--- src/hw/bcd_add_pkg.sv ---
// Purpose: Shared constants for the decimal-adjust, add and logical-AND decode slice.
// Assumes: Opcode bytes arrive already fetched; the bus width variant is a static input.
// Notes: Cycle counts are core clocks for each form.
package bcd_add_pkg;
  // First opcode bytes, adjust second byte, and upper six bits of register forms.
  localparam logic [7:0] OP_ADJ_ADD = 8'h37;
  localparam logic [7:0] OP_ADJ_SUB = 8'h3f;
  localparam logic [7:0] OP_ADJ_DIV = 8'hd5;
  localparam logic [7:0] OP_ADJ_MUL = 8'hd4;
  localparam logic [7:0] OP_ADJ_SECOND = 8'h0a;
  localparam logic [7:0] OP_ADC_IMM_B = 8'h14;
  localparam logic [7:0] OP_ADC_IMM_W = 8'h15;
  localparam logic [7:0] OP_ADD_IMM_B = 8'h04;
  localparam logic [7:0] OP_ADD_IMM_W = 8'h05;
  localparam logic [7:0] OP_AND_IMM_B = 8'h24;
  localparam logic [7:0] OP_AND_IMM_W = 8'h25;
  localparam logic [7:0] OP_GRP_B = 8'h80;
  localparam logic [7:0] OP_GRP_W = 8'h81;
  localparam logic [7:0] OP_GRP_SX = 8'h83;
  localparam logic [5:0] OP_ADD_RM = 6'h00;
  localparam logic [5:0] OP_ADC_RM = 6'h04;
  localparam logic [5:0] OP_AND_RM = 6'h08;
  // Reg field selections of the immediate group, and the mod value of the register form.
  localparam logic [2:0] REG_ADD = 3'h0;
  localparam logic [2:0] REG_ADC = 3'h2;
  localparam logic [2:0] REG_AND = 3'h4;
  localparam logic [1:0] MOD_REG = 2'h3;
  // Clock counts.
  localparam logic [4:0] CYC_ADJ_ADD = 5'd8;
  localparam logic [4:0] CYC_ADJ_DIV = 5'd15;
  localparam logic [4:0] CYC_ADJ_MUL = 5'd19;
  localparam logic [4:0] CYC_ADJ_SUB = 5'd7;
  localparam logic [4:0] CYC_IMM_B = 5'd3;
  localparam logic [4:0] CYC_IMM_W = 5'd4;
  localparam logic [4:0] CYC_GRP_REG = 5'd4;
  localparam logic [4:0] CYC_GRP_MEM = 5'd16;
  localparam logic [4:0] CYC_GRP_MEM_NW = 5'd20;
  localparam logic [4:0] CYC_RM_REG = 5'd3;
  localparam logic [4:0] CYC_RM_MEM = 5'd10;
  localparam logic [4:0] CYC_RM_MEM_NW = 5'd14;
  // Flag vector positions: o s z a p c.
  localparam int FL_O = 5;
  localparam int FL_S = 4;
  localparam int FL_Z = 3;
  localparam int FL_A = 2;
  localparam int FL_P = 1;
  localparam int FL_C = 0;
  // Operation classes.
  typedef enum logic [2:0] {
    OPC_NONE = 3'h0, OPC_ADD = 3'h1, OPC_ADC = 3'h3, OPC_AND = 3'h2,
    OPC_AAA = 3'h6, OPC_AAS = 3'h7, OPC_AAD = 3'h5, OPC_AAM = 3'h4
  } op_class_e;
  // Sequencer states, Gray along idle, busy, done.
  typedef enum logic [1:0] {ST_IDLE = 2'h0, ST_BUSY = 2'h1, ST_DONE = 2'h3} seq_state_e;
endpackage

--- src/hw/bcd_add_and_decode.sv ---
// Purpose: Decode and execute one slice of the core instruction set.
// Assumes: Operands and opcode bytes are presented with start; all inputs share clk.
// Notes: Undefined flags read back with their incoming value and are flagged undef.
// Function
// - Opcode 37 adjusts byte accumulator after add, 8 clocks, updates A and C.
// - D5 0A adjusts word accumulator before divide, 15 clocks, S Z P set.
// - D4 0A adjusts word accumulator after multiply, 19 clocks, S Z P set.
// - Opcode 3F adjusts byte accumulator after subtract, 7 clocks, updates A and C.
// - Opcodes 14 and 15 add immediate plus carry to accumulator, 3 or 4 clocks.
// - Group opcodes reg 2 add immediate plus carry; 4/16, narrow word memory 20.
// - Opcodes 10 to 13 add with carry register forms; 3/10, narrow word 14.
// - Add with carry updates O S Z A P C; D I T unchanged.
// - Opcodes 04, 05 and group reg 0 decode plain add with stated clocks.
// - Opcodes 00 to 03 plain add register forms; 3/10, narrow word 14.
// - Plain add updates O S Z A P C from sum; D I T kept.
// - Opcodes 24, 25 and group reg 4 decode logical AND with clocks.
// - Opcodes 20 to 23 AND register forms; 3/10, narrow word 14.
// - AND clears O and C, sets S Z P, A undefined.
`timescale 1ns/1ps
module bcd_add_and_decode (
  // Clock and reset.
  input wire logic clk,
  input wire logic rst,
  // Instruction request.
  input wire logic start,
  input wire logic [7:0] opcode,
  input wire logic [7:0] modrm,
  input wire logic narrow_bus,
  // Operands.
  input wire logic [15:0] word_accumulator,
  input wire logic [15:0] src_operand,
  input wire logic [15:0] imm_operand,
  input wire logic [5:0] flags_in,
  // Results.
  output logic busy,
  output logic done,
  output logic illegal,
  output logic [15:0] result,
  output logic result_word,
  output logic [5:0] flags_out,
  output logic [5:0] flags_undef,
  output logic [4:0] cycles
);
  // Cycle count selection: register form first, memory form second.
  function automatic logic [4:0] pick_cycles(input logic [7:0] m, input logic [4:0] reg_c,
                                             input logic [4:0] mem_c);
    pick_cycles = (m[7:6] == bcd_add_pkg::MOD_REG) ? reg_c : mem_c;
  endfunction

  // Even parity of the low byte.
  function automatic logic parity8(input logic [7:0] v);
    parity8 = ~^v;
  endfunction

  bcd_add_pkg::seq_state_e state_r, state_nxt;
  logic [4:0] count_r, count_nxt;
  logic busy_r, busy_nxt, done_r, done_nxt, illegal_r, illegal_nxt;
  logic [15:0] result_r, result_nxt;
  logic word_r, word_nxt;
  logic [5:0] flags_r, flags_nxt, undef_r, undef_nxt;
  logic [4:0] cycles_r, cycles_nxt;

  // Decode results.
  bcd_add_pkg::op_class_e cls;
  logic dec_word, dec_ok, to_rm, use_imm, sign_ext;
  logic [4:0] dec_cyc;

  // Opcode decode into class, width and clock count.
  always_comb begin
    cls = bcd_add_pkg::OPC_NONE;
    dec_word = 1'b0;
    dec_ok = 1'b1;
    to_rm = 1'b0;
    use_imm = 1'b0;
    sign_ext = 1'b0;
    dec_cyc = 5'd0;
    if (opcode == bcd_add_pkg::OP_ADJ_ADD) begin
      cls = bcd_add_pkg::OPC_AAA;
      dec_cyc = bcd_add_pkg::CYC_ADJ_ADD;
    end else if (opcode == bcd_add_pkg::OP_ADJ_SUB) begin
      cls = bcd_add_pkg::OPC_AAS;
      dec_cyc = bcd_add_pkg::CYC_ADJ_SUB;
    end else if (opcode == bcd_add_pkg::OP_ADJ_DIV && modrm == bcd_add_pkg::OP_ADJ_SECOND) begin
      cls = bcd_add_pkg::OPC_AAD;
      dec_word = 1'b1;
      dec_cyc = bcd_add_pkg::CYC_ADJ_DIV;
    end else if (opcode == bcd_add_pkg::OP_ADJ_MUL && modrm == bcd_add_pkg::OP_ADJ_SECOND) begin
      cls = bcd_add_pkg::OPC_AAM;
      dec_word = 1'b1;
      dec_cyc = bcd_add_pkg::CYC_ADJ_MUL;
    end else if (opcode == bcd_add_pkg::OP_ADC_IMM_B || opcode == bcd_add_pkg::OP_ADC_IMM_W ||
                 opcode == bcd_add_pkg::OP_ADD_IMM_B || opcode == bcd_add_pkg::OP_ADD_IMM_W ||
                 opcode == bcd_add_pkg::OP_AND_IMM_B || opcode == bcd_add_pkg::OP_AND_IMM_W) begin
      // Accumulator immediate forms.
      cls = (opcode[5:4] == 2'h1) ? bcd_add_pkg::OPC_ADC :
            (opcode[5:4] == 2'h2) ? bcd_add_pkg::OPC_AND : bcd_add_pkg::OPC_ADD;
      dec_word = opcode[0];
      use_imm = 1'b1;
      dec_cyc = opcode[0] ? bcd_add_pkg::CYC_IMM_W : bcd_add_pkg::CYC_IMM_B;
    end else if (opcode == bcd_add_pkg::OP_GRP_B || opcode == bcd_add_pkg::OP_GRP_W ||
                 opcode == bcd_add_pkg::OP_GRP_SX) begin
      // Immediate group: reg field picks the operation.
      if (modrm[5:3] == bcd_add_pkg::REG_ADD) begin
        cls = bcd_add_pkg::OPC_ADD;
      end else if (modrm[5:3] == bcd_add_pkg::REG_ADC) begin
        cls = bcd_add_pkg::OPC_ADC;
      end else if (modrm[5:3] == bcd_add_pkg::REG_AND) begin
        cls = bcd_add_pkg::OPC_AND;
      end else begin
        dec_ok = 1'b0;
      end
      dec_word = opcode[0];
      sign_ext = (opcode == bcd_add_pkg::OP_GRP_SX);
      use_imm = 1'b1;
      to_rm = 1'b1;
      dec_cyc = pick_cycles(modrm, bcd_add_pkg::CYC_GRP_REG,
                            (opcode[0] && narrow_bus) ? bcd_add_pkg::CYC_GRP_MEM_NW :
                            bcd_add_pkg::CYC_GRP_MEM);
    end else if (opcode[7:2] == bcd_add_pkg::OP_ADD_RM ||
                 opcode[7:2] == bcd_add_pkg::OP_ADC_RM ||
                 opcode[7:2] == bcd_add_pkg::OP_AND_RM) begin
      // Register with register-or-memory forms, upper six bits pick the operation.
      cls = (opcode[7:2] == bcd_add_pkg::OP_ADC_RM) ? bcd_add_pkg::OPC_ADC :
            (opcode[7:2] == bcd_add_pkg::OP_AND_RM) ? bcd_add_pkg::OPC_AND :
            bcd_add_pkg::OPC_ADD;
      dec_word = opcode[0];
      to_rm = ~opcode[1];
      dec_cyc = pick_cycles(modrm, bcd_add_pkg::CYC_RM_REG,
                            (opcode[0] && narrow_bus) ? bcd_add_pkg::CYC_RM_MEM_NW :
                            bcd_add_pkg::CYC_RM_MEM);
    end else begin
      dec_ok = 1'b0;
    end
  end

  // Datapath: operands, sums and adjusted accumulator.
  logic [15:0] opa, opb;
  logic [16:0] sum;
  logic [4:0] nib;
  logic cin;
  logic [15:0] calc;
  logic [5:0] fcalc, ucalc;
  logic [7:0] al_adj, ah_adj, quo, rem;
  logic adj_hit, zr;

  always_comb begin
    opa = to_rm ? src_operand : word_accumulator;
    opb = use_imm ? (sign_ext ? {{8{imm_operand[7]}}, imm_operand[7:0]} : imm_operand) :
          src_operand;
    if (!dec_word) begin
      opa = {8'h00, opa[7:0]};
      opb = {8'h00, opb[7:0]};
    end
    if (to_rm && !use_imm) begin
      opa = dec_word ? word_accumulator : {8'h00, word_accumulator[7:0]};
    end
    cin = (cls == bcd_add_pkg::OPC_ADC) ? flags_in[bcd_add_pkg::FL_C] : 1'b0;
    sum = {1'b0, opa} + {1'b0, opb} + {16'h0000, cin};
    nib = {1'b0, opa[3:0]} + {1'b0, opb[3:0]} + {4'h0, cin};
    adj_hit = (word_accumulator[3:0] > 4'h9) || flags_in[bcd_add_pkg::FL_A];
    al_adj = word_accumulator[7:0];
    ah_adj = word_accumulator[15:8];
    quo = word_accumulator[7:0] / 8'h0a;
    rem = word_accumulator[7:0] % 8'h0a;
    calc = 16'h0000;
    fcalc = flags_in;
    ucalc = 6'h00;
    case (cls)
      bcd_add_pkg::OPC_ADD, bcd_add_pkg::OPC_ADC: begin
        calc = dec_word ? sum[15:0] : {8'h00, sum[7:0]};
        fcalc[bcd_add_pkg::FL_C] = dec_word ? sum[16] : sum[8];
        fcalc[bcd_add_pkg::FL_A] = nib[4];
        fcalc[bcd_add_pkg::FL_O] = dec_word ?
          ((opa[15] == opb[15]) && (sum[15] != opa[15])) :
          ((opa[7] == opb[7]) && (sum[7] != opa[7]));
      end
      bcd_add_pkg::OPC_AND: begin
        calc = opa & opb;
        fcalc[bcd_add_pkg::FL_O] = 1'b0;
        fcalc[bcd_add_pkg::FL_C] = 1'b0;
        ucalc[bcd_add_pkg::FL_A] = 1'b1;
      end
      bcd_add_pkg::OPC_AAA, bcd_add_pkg::OPC_AAS: begin
        if (adj_hit) begin
          al_adj = (cls == bcd_add_pkg::OPC_AAA) ? word_accumulator[7:0] + 8'h06 :
                   word_accumulator[7:0] - 8'h06;
          ah_adj = (cls == bcd_add_pkg::OPC_AAA) ? word_accumulator[15:8] + 8'h01 :
                   word_accumulator[15:8] - 8'h01;
        end
        calc = {ah_adj, 4'h0, al_adj[3:0]};
        fcalc[bcd_add_pkg::FL_A] = adj_hit;
        fcalc[bcd_add_pkg::FL_C] = adj_hit;
        ucalc = 6'h3f;
        ucalc[bcd_add_pkg::FL_A] = 1'b0;
        ucalc[bcd_add_pkg::FL_C] = 1'b0;
      end
      bcd_add_pkg::OPC_AAD: begin
        calc = {8'h00, 8'(word_accumulator[15:8] * 8'h0a + word_accumulator[7:0])};
        ucalc[bcd_add_pkg::FL_O] = 1'b1;
        ucalc[bcd_add_pkg::FL_A] = 1'b1;
        ucalc[bcd_add_pkg::FL_C] = 1'b1;
      end
      bcd_add_pkg::OPC_AAM: begin
        calc = {quo, rem};
        ucalc[bcd_add_pkg::FL_O] = 1'b1;
        ucalc[bcd_add_pkg::FL_A] = 1'b1;
        ucalc[bcd_add_pkg::FL_C] = 1'b1;
      end
      default: begin
        calc = 16'h0000;
      end
    endcase
    zr = (dec_word && cls != bcd_add_pkg::OPC_AAM && cls != bcd_add_pkg::OPC_AAD) ?
         (calc == 16'h0000) : (calc[7:0] == 8'h00);
    if (cls != bcd_add_pkg::OPC_AAA && cls != bcd_add_pkg::OPC_AAS) begin
      // Sign, zero and parity follow the result.
      fcalc[bcd_add_pkg::FL_S] = (dec_word && cls != bcd_add_pkg::OPC_AAM &&
                                  cls != bcd_add_pkg::OPC_AAD) ? calc[15] : calc[7];
      fcalc[bcd_add_pkg::FL_Z] = zr;
      fcalc[bcd_add_pkg::FL_P] = parity8(calc[7:0]);
    end
  end

  // Sequencer: hold busy for the decoded clock count, then pulse done.
  always_comb begin
    state_nxt = state_r;
    count_nxt = count_r;
    busy_nxt = busy_r;
    done_nxt = 1'b0;
    illegal_nxt = illegal_r;
    result_nxt = result_r;
    word_nxt = word_r;
    flags_nxt = flags_r;
    undef_nxt = undef_r;
    cycles_nxt = cycles_r;
    case (state_r)
      bcd_add_pkg::ST_IDLE: begin
        if (start) begin
          illegal_nxt = ~dec_ok;
          if (dec_ok) begin
            result_nxt = calc;
            word_nxt = dec_word;
            flags_nxt = fcalc;
            undef_nxt = ucalc;
            cycles_nxt = dec_cyc;
            count_nxt = dec_cyc - 5'd1;
            busy_nxt = 1'b1;
            state_nxt = bcd_add_pkg::ST_BUSY;
          end
        end
      end
      bcd_add_pkg::ST_BUSY: begin
        // Count runs from N-1 down to 0, so busy stands for exactly N clocks.
        if (count_r == 5'd0) begin
          busy_nxt = 1'b0;
          done_nxt = 1'b1;
          state_nxt = bcd_add_pkg::ST_DONE;
        end else begin
          count_nxt = count_r - 5'd1;
        end
      end
      bcd_add_pkg::ST_DONE: begin
        state_nxt = bcd_add_pkg::ST_IDLE;
      end
      default: begin
        state_nxt = bcd_add_pkg::ST_IDLE;
      end
    endcase
  end

  // Register the sequencer and results.
  always_ff @(posedge clk) begin
    if (rst) begin
      state_r <= bcd_add_pkg::ST_IDLE;
      count_r <= 5'd0;
      busy_r <= 1'b0;
      done_r <= 1'b0;
      illegal_r <= 1'b0;
      result_r <= 16'h0000;
      word_r <= 1'b0;
      flags_r <= 6'h00;
      undef_r <= 6'h00;
      cycles_r <= 5'd0;
    end else begin
      state_r <= state_nxt;
      count_r <= count_nxt;
      busy_r <= busy_nxt;
      done_r <= done_nxt;
      illegal_r <= illegal_nxt;
      result_r <= result_nxt;
      word_r <= word_nxt;
      flags_r <= flags_nxt;
      undef_r <= undef_nxt;
      cycles_r <= cycles_nxt;
    end
  end

  assign busy = busy_r;
  assign done = done_r;
  assign illegal = illegal_r;
  assign result = result_r;
  assign result_word = word_r;
  assign flags_out = flags_r;
  assign flags_undef = undef_r;
  assign cycles = cycles_r;
endmodule

--- config.mk ---
export PLATFORM = sky130hd
export DESIGN_NAME = bcd_add_and_decode
export DESIGN_NICKNAME = d
export VERILOG_FILES = /design/src/hw/bcd_add_pkg.sv /design/src/hw/bcd_add_and_decode.sv
export SDC_FILE = /design/constraint.sdc
export NUM_CORES = 1
export LEC_CHECK = 0
export ABC_AREA = 1
export BUFFER_PORTS_ARGS = -buffer_cell sky130_fd_sc_hd__buf_2
export CORE_MARGIN = 3
export CORE_UTILIZATION = 55
export CTS_CLUSTER_SIZE = 24
export DETAILED_ROUTE_END_ITERATION = 8
export PLACE_DENSITY_LB_ADDON = 0.2
export REMOVE_ABC_BUFFERS = 1
export SETUP_SLACK_MARGIN = 0.02
export SYNTH_ARGS = -nofsm -noshare
export SYNTH_HDL_FRONTEND = slang
export SYNTH_SLANG_ARGS = --single-unit
--- constraint.sdc ---
create_clock -name clk -period 5.2 [get_ports clk]
set_input_delay 0.78 -clock clk [delete_from_list [all_inputs] [get_ports clk]]
set_output_delay 0.78 -clock clk [all_outputs]
set_load 0.005 [all_outputs]
==> run_results.csv <==
group,metric,value,unit
routing,ant_nets,0,
sta,fin_tns_setup,0,ns
yosys,yosysWarnings,0,
worst_hold_path,min-delay-start,"result_word$_SDFFE_PP0P_",
worst_setup_path,setup.worst_path.end_class,"flop",
global_routing,grt_usage,29.6,%
worst_setup_path,path_common_cell,"nand2_1",
clock_tree,clk_pin_slew,0.07,ns
place,place.gp.congestion,0.995,
run,maxCapViolCount,0,
sta,tightestPinTransition,0.569,ns
clock_tree,ctsLongestPathBuffers,2,
final_layout,stdcell_count,1081,
yosys,synth_top_cell_area_share,16.1,%
global_routing,antenna_found_initial,0,
routing,viasPerCell,5.53,
routing,num_vias,5977,
die,die_h,103,um
worst_setup_path,critical_path.max_fanout,5,
final_layout,stdcell_area,6030,um2
yosys,synth_top_cell_by_area,"dfxtp_1",
routing,remaining_drc_errors,0,
routing,first_pass_iters,6,
final_layout,drive_above_1_share,19.3,%
clock_tree,cts_tree,"done",
sta,setup_viol,0,
place,dp_cells,1074,
die,die_x,103,um
yosys,synth.distinct_cells,51,
yosys,synthFlopType,"dfxtp_1",
routing,wl_per_cell,14.8,um
worst_setup_path,crit_path_start_kind,"input pin",
final_layout,areaGrowthSynthToFinish,15.8,%
yosys,async_flop_share,0,%
sta,maxSlewHeadroom,61.9,%
final_layout,most-common-layout-cells,"202 x nand2_1, 117 x inv_1, 110 x buf_2",
worst_setup_path,slowest_delay,0.38,ns
worst_hold_path,hold_path_class,"flop to flop",
clock_tree,cts_resized,0,
power,power.density,167,nW/um2
yosys,postSynthCellCount,845,
worst_setup_path,r2r-start,"state_r[0]$_SDFFE_PP0P_",
routing,initialDrtViolationCount,468,
yosys,synth_area_leaders,"dfxtp_1 16%, nand2_1 15%, ha_1 11%",
worst_setup_path,required,5.39,ns
place,placed_cell_area,5920,um2
yosys,syn_area_per_cell,6.16,um2
sta,hold_viol,0,
global_routing,grt_first_pass_wirelength,25.2,mm
yosys,synth-edff-count,0,
yosys,synth-seq-cells,42,
global_routing,gr-total-overflow,0,
global_routing,grt_max_degree,19,
global_routing,grt_pass1_vias,5360,
yosys,synth-seq-area-share,16.1,%
worst_setup_path,arrival,4.95,ns
clock_tree,post-cts-setup-buffer-count,0,
worst_setup_path,crit_slowest_cell,"fa_1",
place,dp_hpwl,13.2,mm
yosys,netlist_area,5210,um2
sta,final.period_utilization,91.5,%
sta,final.min_clock_period,4.76,ns
clock_tree,cts_hold_buf,0,
sta,fmax,210,MHz
die,initial_utilization,58.0,%
clock_tree,root_buffer,"clkbuf_8",
power,vdd_ir_drop_max,94.4,uV
die,row_count,34,
final_layout,n_antenna_cell,0,
clock_tree,cts.sinks,42,
die,io_pins,111,
power,p_leak,0.00323,uW
worst_setup_path,startpoint,"opcode[4]",
routing,wl,15.9,mm
final_layout,final_common_cell,"nand2_1",
outcome,status,"complete, no violations",
clock_tree,cts_buffers,5,
sta,skew,0.00349,ns
sta,slew_viol_final,0,
final_layout,fin_nets,1081,
clock_tree,cts_max_level,2,
die,coreArea,8980,um2
die,dieArea,10700,um2
place,io_buffers,110,
clock_tree,insertion_delay,0.30,ns
worst_setup_path,path_class,"input pin to flop",
sta,rsz0062_at_grt,"no",
==> stage by stage <==
stage | total power (uW) | utilization, % | hold WS, ns | setup WS, ns
2_1_floorplan | 621 | - | 0.448 | 0.420
3_3_place_gp | 739 | 65.9 | 0.440 | 0.371
3_5_place_dp | 743 | 65.9 | 0.446 | 0.106
4_1_cts | 1000 | 67.2 | 0.460 | 0.395
5_1_grt | 1070 | 67.2 | 0.481 | 0.0202
6_report | 1010 | 67.2 | 0.461 | 0.443
==> final timing paths <==
| kind | end | slack [ns] | cells past startpoint |
|---|---|---|---|
| worst max-delay path | flags_out[1]$_SDFFE_PP0P_ | 0.44 | 32 |
| worst min-delay path | result_word$_SDFFE_PP0P_ | 0.46 | 2 |
| worst max register to register | result[6]$_SDFFE_PP0P_ | 3.40 | 9 |
| worst min register to register | result_word$_SDFFE_PP0P_ | 0.46 | 2 |
==> state kept, by name, summed over array words and instances (netlist names) <==
| name | flops |
|---|---|
| result | 16 |
| illegal | 1 |
| busy | 1 |
| flags_undef | 4 |
| result_word | 1 |
| cycles | 5 |
| count_r | 5 |
| flags_out | 6 |
| state_r | 2 |
| done | 1 |
==> where the power goes <==
part,switching [uW],internal (uW)
logic,264,151
clock network,109,154
registers,2.79,326
==> worst max-delay path, delay by kind of cell <==
| family | cells | cell delay, ns |
|---|---|---|
| AOI/OAI and AO/OA | 8 | 1.19 |
| adders and majority gates | 4 | 1.08 |
| and+or+nand+nor | 12 | 1.01 |
| buffers and inverters | 6 | 0.56 |
| xor gates and xnor gates | 2 | 0.33 |
==> cell usage after synthesis (7+ instances only) <==
master,count
dfxtp_1,42
o221ai_1,9
xnor2_1,12
nor3_1,14
clkbuf_1,14
nor2_4,7
nand4_1,14
nor2_1,74
nand2_2,12
ha_1,46
o21ai_1,8
a22o_1,8
a21oi_1,52
o211ai_1,10
inv_2,13
o21ai_0,60
xor2_1,14
nand3_1,41
nand2_1,202
inv_1,117
==> logic make-up (layout without fill, tap and decap cells) <==
logic type | count (synthesis) | after routing | synth area share, %
flip-flops | 42 | 42 | 16.1
multiplexers | 1 | 1 | 0.192
AO/OA/AOI/OAI | 181 | 181 | 20.8
adder cells (fa/ha/maj) | 52 | 52 | 13.4
buffers and inverters | 153 | 263 | 11.6
XOR/XNOR | 26 | 26 | 4.37
AND/OR/NAND/NOR | 390 | 390 | 33.6
==> final cells by class <==
cell class              instances  area, um2
clock buffers                   6       82.6
multi-input cells             650       3760
well taps                     126        158
fillers                       871       2950
clock inverters                 1       30.0
repair buffers                125        663
inverters                     131        492
flip-flops and latches         42        841
==> metal layers <==
metal | track usage [%] | vias to the layer above | part of all wire (%)
met5 | 0 | - | 0
met4 | 10.1 | 0 | 3.4
met3 | 4.49 | 48 | 8.5
met2 | 50.0 | 294 | 45
met1 | 38.6 | 2618 | 43
li1 | - | 3017 | -
No activity file was read; power rests on OpenSTA's default activity.
